`src/sdi_rsb_defs.svh`:
```
/*
  Constants of the rate select and passthrough control block: register
  offsets, field positions, reset values, rate codes and window figures.
  Assumes it is included by bare name wherever these macros are needed.
*/
// How it works
// - Mode input high is auto, low manual.
// - Auto mode drives rate code showing locked rate.
// - Unlocked auto search steps rates, then wraps.
// - Unlocked auto class output follows tried rate.
// - Manual rate code is input; no search.
// - Rate codes 000 to 101, 143 to HD.
// - Passthrough routes serial input straight out.
// - Force passthrough holds passthrough regardless of lock.
// - Unlock passthrough only while not locked.
// - Force passthrough beats passthrough on unlock.
// - Unlocked without passthrough gives invalid output.
// - Skip input drops 177 rate in auto.
// - Lock flag high while locked, else low.
// - Lock combines both loops and harmonic detector.
// - Locked retiming with mute low mutes output.
// - Mute ignored while passthrough is active.
// - Frequency acquisition locks within one percent.
// - Phase tracking drops lock beyond two percent.
// - Timers count crystal reference ticks.
`ifndef SDI_RSB_DEFS_SVH
`define SDI_RSB_DEFS_SVH

`define SDI_OFS_CTRL      12'h000
`define SDI_OFS_STATUS    12'h004

`define SDI_CTRL_MODE     0
`define SDI_CTRL_FORCE    1
`define SDI_CTRL_UNLOCK   2
`define SDI_CTRL_SKIP     3
`define SDI_CTRL_MUTE_N   4
`define SDI_CTRL_W        5
`define SDI_CTRL_RST      5'h19

`define SDI_ST_LOCK       0
`define SDI_ST_SHOWN_LO   1
`define SDI_ST_TRY_LO     4
`define SDI_ST_CLASS      7
`define SDI_ST_PASS       8
`define SDI_ST_PHASE      9
`define SDI_ST_VALID      10

`define SDI_RATE_143      3'h0
`define SDI_RATE_177      3'h1
`define SDI_RATE_270      3'h2
`define SDI_RATE_360      3'h3
`define SDI_RATE_540      3'h4
`define SDI_RATE_HD       3'h5

`define SDI_CNT_W         16
`define SDI_WIN_TICKS     200
`define SDI_ACQ_PCT       1
`define SDI_LOSS_PCT      2

`endif

```
`src/sdi_rsb_pkg.sv`:
```
/*
  Types of the rate select and passthrough control block.
  Assumes sdi_rsb_defs.svh is reachable by bare name.
*/
`include "sdi_rsb_defs.svh"
package sdi_rsb_pkg;
  typedef enum logic {SDI_FREQ_ACQ, SDI_PHASE_TRK} sdi_loop_t;

  typedef struct packed {
    logic [`SDI_CNT_W-1:0] xcnt;
    logic [`SDI_CNT_W-1:0] vcnt;
    logic                  done;
    logic                  acq;
    logic                  loss;
  } sdi_cmp_st_t;

  typedef struct packed {
    logic [`SDI_CTRL_W-1:0] ctrl;
    sdi_loop_t              loop;
    logic [2:0]             try_rate;
    logic [2:0]             shown_rate;
    logic                   restart;
    logic                   lock;
    logic                   pass;
    logic                   dclass;
    logic                   sout;
    logic                   svalid;
    logic                   oe_n;
    logic                   pready;
    logic                   pslverr;
    logic [31:0]            prdata;
  } sdi_top_st_t;
endpackage

```
`src/sdi_rsb_ctrl.sv`:
```
/*
  Rate select, lock and passthrough control of a multi-rate serial video
  reclocker, with an APB register slave for its control bits.
  Assumes the analog loop supplies divided oscillator ticks, a phase loop
  status, a harmonic lock flag and retimed data, all synchronous to pclk,
  and that the input mux already delivers the selected serial input.
*/
// The APB register port and the placing of the registers were decided locally.
`timescale 1ns/1ps
`include "sdi_rsb_defs.svh"
module sdi_rsb_ctrl
  import sdi_rsb_pkg::*;
#(
  parameter int WIN = `SDI_WIN_TICKS
) (
  // APB slave
  input  wire logic        pclk,
  input  wire logic        presetn,
  input  wire logic        psel,
  input  wire logic        penable,
  input  wire logic        pwrite,
  input  wire logic [11:0] paddr,
  input  wire logic [31:0] pwdata,
  output logic             pready,
  output logic             pslverr,
  output logic [31:0]      prdata,
  // Rate code pins, two-way
  input  wire logic [2:0]  rate_code_in,
  output logic [2:0]       rate_code_out,
  output logic             rate_code_oe_n,
  // Loop interface
  input  wire logic        xtal_ref_tick,
  input  wire logic        vco_div_tick,
  input  wire logic        phase_acquisition_loop_ok,
  input  wire logic        harmonic_lock,
  output logic [2:0]       divider_rate,
  // Serial data
  input  wire logic        serial_in,
  input  wire logic        retimed_in,
  output logic             serial_out,
  output logic             serial_out_valid,
  // Status pins
  output logic             lock_flag,
  output logic             definition_class_out,
  output logic             passthrough_active
);
  sdi_top_st_t q;
  sdi_top_st_t d;

  logic win_done;
  logic within_acq;
  logic beyond_loss;

  // Step to the next enabled code in ascending order, wrapping at the top.
  function automatic logic [2:0] next_rate(input logic [2:0] r,
                                           input logic       skip);
    logic [2:0] n;
    n = (r >= `SDI_RATE_HD) ? `SDI_RATE_143 : r + 3'h1;
    if (skip && n == `SDI_RATE_177)
      n = `SDI_RATE_270;
    return n;
  endfunction

  function automatic logic rate_valid(input logic [2:0] r);
    return r <= `SDI_RATE_HD;
  endfunction

  sdi_rsb_freq_cmp #(
    .WIN (WIN)
  ) u_cmp (
    .pclk          (pclk),
    .presetn       (presetn),
    .restart       (q.restart),
    .xtal_ref_tick (xtal_ref_tick),
    .vco_div_tick  (vco_div_tick),
    .win_done      (win_done),
    .within_acq    (within_acq),
    .beyond_loss   (beyond_loss)
  );

  always_comb begin
    logic       auto_m;
    logic       force_p;
    logic       unl_p;
    logic       skip;
    logic       mute_n;
    logic       lock_n;
    logic       verdict;
    logic       wr;
    logic       rd_hit;
    logic [31:0] rdat;
    auto_m = q.ctrl[`SDI_CTRL_MODE];
    force_p = q.ctrl[`SDI_CTRL_FORCE];
    unl_p = q.ctrl[`SDI_CTRL_UNLOCK];
    skip = q.ctrl[`SDI_CTRL_SKIP];
    mute_n = q.ctrl[`SDI_CTRL_MUTE_N];
    lock_n = 1'b0;
    verdict = win_done && !q.restart;
    wr = 1'b0;
    rd_hit = 1'b0;
    rdat = 32'h0000_0000;
    d = q;

    // APB: the answer comes in the second access cycle.
    d.pready = psel && penable && !q.pready;
    d.pslverr = 1'b0;
    wr = psel && penable && q.pready && pwrite;
    if (wr && paddr == `SDI_OFS_CTRL)
      d.ctrl = pwdata[`SDI_CTRL_W-1:0];
    if (psel && penable && !q.pready) begin
      case (paddr)
        `SDI_OFS_CTRL: begin
          rd_hit = 1'b1;
          rdat[`SDI_CTRL_W-1:0] = q.ctrl;
        end
        `SDI_OFS_STATUS: begin
          rd_hit = !pwrite;
          rdat[`SDI_ST_LOCK] = q.lock;
          rdat[`SDI_ST_SHOWN_LO +: 3] = q.shown_rate;
          rdat[`SDI_ST_TRY_LO +: 3] = q.try_rate;
          rdat[`SDI_ST_CLASS] = q.dclass;
          rdat[`SDI_ST_PASS] = q.pass;
          rdat[`SDI_ST_PHASE] = (q.loop == SDI_PHASE_TRK);
          rdat[`SDI_ST_VALID] = q.svalid;
        end
        default: begin
          rd_hit = 1'b0;
        end
      endcase
      d.pslverr = !rd_hit;
      d.prdata = pwrite ? 32'h0000_0000 : rdat;
    end

    // Rate selection.
    if (auto_m) begin
      if (q.loop == SDI_FREQ_ACQ && verdict && !within_acq) begin
        d.try_rate = next_rate(q.try_rate, skip);
      end else if (!rate_valid(q.try_rate) ||
                   (skip && q.try_rate == `SDI_RATE_177)) begin
        d.try_rate = next_rate(q.try_rate, skip);
      end
    end else begin
      d.try_rate = rate_code_in;
    end

    // Loop state: frequency acquisition until the window agrees.
    case (q.loop)
      SDI_FREQ_ACQ: begin
        if (verdict && within_acq && !harmonic_lock &&
            rate_valid(q.try_rate) &&
            !(auto_m && skip && q.try_rate == `SDI_RATE_177))
          d.loop = SDI_PHASE_TRK;
      end
      SDI_PHASE_TRK: begin
        if ((verdict && beyond_loss) || harmonic_lock)
          d.loop = SDI_FREQ_ACQ;
        if (auto_m && skip && q.try_rate == `SDI_RATE_177)
          d.loop = SDI_FREQ_ACQ;
      end
      default: begin
        d.loop = SDI_FREQ_ACQ;
      end
    endcase
    if (d.try_rate != q.try_rate ||
        d.ctrl[`SDI_CTRL_MODE] != auto_m)
      d.loop = SDI_FREQ_ACQ;
    d.restart = (d.try_rate != q.try_rate) || (d.loop != q.loop);

    // Lock needs frequency agreement, phase lock and no harmonic.
    lock_n = (d.loop == SDI_PHASE_TRK) && phase_acquisition_loop_ok &&
             !harmonic_lock;
    d.lock = lock_n;
    if (lock_n)
      d.shown_rate = d.try_rate;
    d.oe_n = !d.ctrl[`SDI_CTRL_MODE];

    // Class follows the tried rate, so it toggles during the search.
    d.dclass = (d.try_rate != `SDI_RATE_HD);

    // Output path.
    d.pass = force_p || (unl_p && !lock_n);
    if (d.pass) begin
      d.sout = serial_in;
      d.svalid = 1'b1;
    end else if (lock_n) begin
      d.sout = mute_n ? retimed_in : 1'b0;
      d.svalid = 1'b1;
    end else begin
      d.sout = 1'b0;
      d.svalid = 1'b0;
    end
  end

  always_ff @(posedge pclk or negedge presetn) begin
    if (!presetn) begin
      q <= '0;
      q.ctrl <= `SDI_CTRL_RST;
      q.loop <= SDI_FREQ_ACQ;
      q.try_rate <= `SDI_RATE_143;
      q.shown_rate <= `SDI_RATE_143;
      q.dclass <= 1'b1;
      q.oe_n <= 1'b0;
    end else begin
      q <= d;
    end
  end

  assign pready = q.pready;
  assign pslverr = q.pslverr;
  assign prdata = q.prdata;
  assign rate_code_out = q.shown_rate;
  assign rate_code_oe_n = q.oe_n;
  assign divider_rate = q.try_rate;
  assign serial_out = q.sout;
  assign serial_out_valid = q.svalid;
  assign lock_flag = q.lock;
  assign definition_class_out = q.dclass;
  assign passthrough_active = q.pass;
endmodule

```
`src/sdi_rsb_freq_cmp.sv`:
```
/*
  Frequency comparator: counts divided oscillator ticks over a window of
  crystal reference ticks and grades the difference.
  Assumes both tick inputs are one-cycle pulses synchronous to pclk.
*/
`timescale 1ns/1ps
`include "sdi_rsb_defs.svh"
module sdi_rsb_freq_cmp
  import sdi_rsb_pkg::*;
#(
  parameter int WIN = `SDI_WIN_TICKS
) (
  // Clock and reset
  input  wire logic pclk,
  input  wire logic presetn,
  // Ticks and control
  input  wire logic restart,
  input  wire logic xtal_ref_tick,
  input  wire logic vco_div_tick,
  // Verdict
  output logic      win_done,
  output logic      within_acq,
  output logic      beyond_loss
);
  localparam logic [`SDI_CNT_W-1:0] WIN_C = `SDI_CNT_W'(WIN);
  localparam logic [`SDI_CNT_W-1:0] TOL_ACQ =
    `SDI_CNT_W'(WIN * `SDI_ACQ_PCT / 100);
  localparam logic [`SDI_CNT_W-1:0] TOL_LOSS =
    `SDI_CNT_W'(WIN * `SDI_LOSS_PCT / 100);

  initial begin
    if (WIN < 100 || WIN > 32000)
      $error("WIN must lie between 100 and 32000");
  end

  sdi_cmp_st_t q;
  sdi_cmp_st_t d;

  always_comb begin
    logic [`SDI_CNT_W-1:0] vc;
    logic [`SDI_CNT_W-1:0] diff;
    vc = q.vcnt;
    diff = '0;
    d = q;
    d.done = 1'b0;
    if (restart) begin
      d.xcnt = '0;
      d.vcnt = '0;
    end else begin
      if (vco_div_tick && q.vcnt != '1)
        vc = q.vcnt + `SDI_CNT_W'(1);
      d.vcnt = vc;
      // The window is timed by crystal ticks alone.
      if (xtal_ref_tick) begin
        if (q.xcnt == WIN_C - `SDI_CNT_W'(1)) begin
          diff = (vc > WIN_C) ? vc - WIN_C : WIN_C - vc;
          d.done = 1'b1;
          d.acq = (diff <= TOL_ACQ);
          d.loss = (diff > TOL_LOSS);
          d.xcnt = '0;
          d.vcnt = '0;
        end else begin
          d.xcnt = q.xcnt + `SDI_CNT_W'(1);
        end
      end
    end
  end

  always_ff @(posedge pclk or negedge presetn) begin
    if (!presetn)
      q <= '0;
    else
      q <= d;
  end

  assign win_done = q.done;
  assign within_acq = q.acq;
  assign beyond_loss = q.loss;
endmodule

```
`config.mk`:
```
export PLATFORM = sky130hd
export DESIGN_NAME = sdi_rsb_ctrl
export DESIGN_NICKNAME = d
export VERILOG_FILES = /design/src/sdi_rsb_pkg.sv /design/src/sdi_rsb_ctrl.sv /design/src/sdi_rsb_freq_cmp.sv
export VERILOG_INCLUDE_DIRS = /design/src
export SDC_FILE = /design/constraint.sdc
export NUM_CORES = 1
export LEC_CHECK = 0
export ABC_AREA = 1
export BUFFER_PORTS_ARGS = -buffer_cell sky130_fd_sc_hd__buf_2
export CAP_MARGIN = 20
export CORE_UTILIZATION = 60
export CTS_CLUSTER_DIAMETER = 40
export DETAILED_ROUTE_END_ITERATION = 8
export PLACE_DENSITY = 0.93
export SKIP_LAST_GASP = 1
export SLEW_MARGIN = 20
export SYNTH_ARGS = -nofsm -noshare
export SYNTH_HDL_FRONTEND = slang
export SYNTH_SLANG_ARGS = --single-unit
```
`constraint.sdc`:
```
create_clock -name pclk -period 7.1 [get_ports pclk]
set_clock_uncertainty 0.15 [all_clocks]
set_input_delay 0.71 -clock pclk [delete_from_list [all_inputs] [get_ports pclk]]
set_output_delay 0.71 -clock pclk [all_outputs]
set_load 0.005 [all_outputs]
```
==> flow_summary.json <==
{
  "status": "complete, no violations",
  "insertion_delay_ns": 0.36,
  "start_util": 0.623,
  "fmax_mhz": 279,
  "h-tree-depth": 3,
  "cts_root_buffer": "clkbuf_8",
  "p_per_area_nw_per_um2": 160,
  "num_rows": 32,
  "hold_viol": 0,
  "end_kind": "register",
  "via_per_inst": 5.57,
  "place_congestion": 0.925,
  "cts_buffers": 9,
  "ctsResizeCount": 0,
  "design_area_um2": 5200,
  "synth_fa_ha_area_frac": 0.0181,
  "synthTopCellsByCount": "nand2_1, inv_1, nor2_1",
  "n_antenna_cell": 0,
  "firstDrtPassIters": 5,
  "layout_min_cycle_time_ns": 3.58,
  "crit_chain": "ha_1, inv_1, nor2_4, nand2_2, nor2_2, nor2_4, nand2_1, nand2_2, ha_1, nand3_1, nand2_1, nand2_2, nand2_2, inv_2, nor2_8, nand2_2, nand2_1, nand2_1, nor3_2, nand3_1, nand2_1, inv_1",
  "drtAntennaViolNets": 0,
  "worstSetupPathType": "register to register",
  "dpl.cell_count": 819,
  "die_w_um": 91.8,
  "yosysMostFrequentCell": "nand2_1",
  "crit_family": "simple AND/OR/NAND/NOR gates",
  "synth-edff-count": 0,
  "fin_crit_sh": 0.504,
  "drive_gt1_frac": 0.180,
  "regToRegEndpoint": "u_cmp.beyond_loss$_DFFE_PN0P_",
  "die-height_um": 91.8,
  "final_nets": 793,
  "cts_sinks": 67,
  "instances_no_fill": 835,
  "critPathMaxStageDelay_ns": 0.46,
  "ys.flop_type": "dfrtp_1",
  "grt_pass1_vias": 4483,
  "synth_compound_area_frac": 0.0931,
  "post_drt_wl_per_cell_um": 14.3,
  "synthTopCellsByArea": "dfrtp_1, nand2_1, inv_1",
  "timing.reg2reg.setup_slack_ns": 3.52,
  "synthArstFlopShare": 1.00,
  "synth_cells": 686,
  "slew_viol_final": 0,
  "num_vias": 4655,
  "synth_xor_area_frac": 0.0181,
  "ys_seq_area_frac": 0.348,
  "synth_top_family_by_area": "simple AND/OR/NAND/NOR gates",
  "cts_setup_buffers": 0,
  "synth_simple_gate_area_frac": 0.382,
  "core_um2": 7770,
  "yosys-mux-area-fraction": 0,
  "synth_area_um2": 4840,
  "dieArea_um2": 8420,
  "grt_use_total": 0.295,
  "r2r_start": "u_cmp.q[3]$_DFF_PN0_",
  "hold_start": "prdata[8]$_DFFE_PN0P_",
  "timing.hold.ws_ns": 0.341,
  "drv_cap": 0,
  "grt_pass1_wl_um": 19900,
  "path_max_fanout": 16,
  "ctsHoldBuffers": 0,
  "whs_path_depth": 2,
  "rsz0062_at_grt": "no",
  "worst_ir_drop_vdd_mv": 0.142,
  "grt_max_degree": 68,
  "utilization": 0.669,
  "synth_area_leader_cell": "dfrtp_1",
  "postPlaceCellArea_um2": 4990,
  "overflow": 0,
  "worstMarginPinSlew_ns": 0.848,
  "synth.distinct_cells": 45,
  "holdCritPathClass": "register to register",
  "setup_violations": 0,
  "cts_tree": "done",
  "relSlewSlack": 0.435,
  "syn_area_per_cell_um2": 7.05,
  "dp_hpwl_um": 8530,
  "p_leak_nw": 2.61,
  "drt-total-wl_um": 11900,
  "fin_setup_tns_ns": 0,
  "ys_ff_latch": 67,
  "cp.arrival_ns": 3.69,
  "fin_total_pwr_uw": 834,
  "critPathBufInv": 3,
  "slowest_stage": "dfrtp_1",
  "dp_worst_setup_slack_ns": 3.60,
  "drc": 0,
  "antenna_found_initial": 0,
  "reg2reg_depth": 22,
  "clk_pin_slew_worst_paths_ns": 0.08,
  "start_kind": "register",
  "setup_slack_ns": 3.52,
  "cp.required_ns": 7.21,
  "holdPathEnd": "prdata[8]$_DFFE_PN0P_",
  "area_growth_pct": 7.45,
  "pin_count": 104,
  "cts_max_path_buffers": 2,
  "drt_iter0_markers": 369,
  "synth.top_cell.area_share": 0.326,
  "port_buffers": 55,
  "ys_warn_count": 0
}
==> cells in the final DEF (no fill, tap or decap), types with 7 or more instances in the layout <==
cell and instances:
nor2_1 75, nand3_1 55, o21ai_0 35, inv_1 84, conb_1 21, nand2_1 178
nor3_1 12, nor2_4 7, nand4_1 16, xor2_1 10, dfrtp_1 63, a21oi_1 13
buf_2 55, ha_1 7, nand2_2 21, clkbuf_8 9
==> layout make-up <==
class | count | area (um^2)
tap | 102 | 128
timing repair buffer | 56 | 283
clock buffer | 9 | 124
multi-input combinational | 503 | 2560
inverter | 91 | 343
clock inverter | 7 | 81.3
sequential | 67 | 1680
fill | 618 | 2570
==> tightest hold or removal path: cells and delay by family (launching register included) <==
kind / cells / cell delay (ns)
AO/OA/AOI/OAI: 1 / 0.06
flip-flops: 1 / 0.35
AND/OR/NAND/NOR: 1 / 0.05
==> per-layer routing <==
| layer | global-route usage | wire (um) |
|---|---|---|
| met1 | 0.368 | 4920 |
| met2 | 0.499 | 5930 |
| met3 | 0.0514 | 787 |
| met4 | 0.133 | 265 |
| met5 | 0 | 0 |
==> registers in the layout, summed over array words and instances (netlist names), 3 cells and up <==
signal	count
q	7
divider_rate	3
rate_code_out	3
prdata	11
u_cmp.q	32
==> power breakdown <==
part	switching [mW]	internal [mW]
clock network	0.172	0.168
logic	0.0703	0.0332
registers	0.00505	0.386
total	0.247	0.587
==> worst max path at each step <==
stage                              start                            end  slack, ns  depth (start not counted)
floorplan           u_cmp.q[3]$_DFF_PN0_  u_cmp.beyond_loss$_DFFE_PN0P_       4.11                         23
global placement    u_cmp.q[3]$_DFF_PN0_  u_cmp.beyond_loss$_DFFE_PN0P_       3.69                         22
detailed placement  u_cmp.q[3]$_DFF_PN0_  u_cmp.beyond_loss$_DFFE_PN0P_       3.60                         22
CTS                 u_cmp.q[3]$_DFF_PN0_  u_cmp.beyond_loss$_DFFE_PN0P_       3.58                         22
global route        u_cmp.q[3]$_DFF_PN0_  u_cmp.beyond_loss$_DFFE_PN0P_       3.25                         22
finish              u_cmp.q[3]$_DFF_PN0_  u_cmp.beyond_loss$_DFFE_PN0P_       3.52                         22
==> cells by family (layout without fill, tap and decap cells) <==
group                      Yosys count  count (layout)
and+or+nand+nor                    390             390
buffers and inverters              136             163
AOI/OAI and AO/OA                   75              75
DFF                                 67              67
xor gates and xnor gates            10              10
adders and majority gates            7               7
other                                1              21
Power figures use the tool's default switching activity.
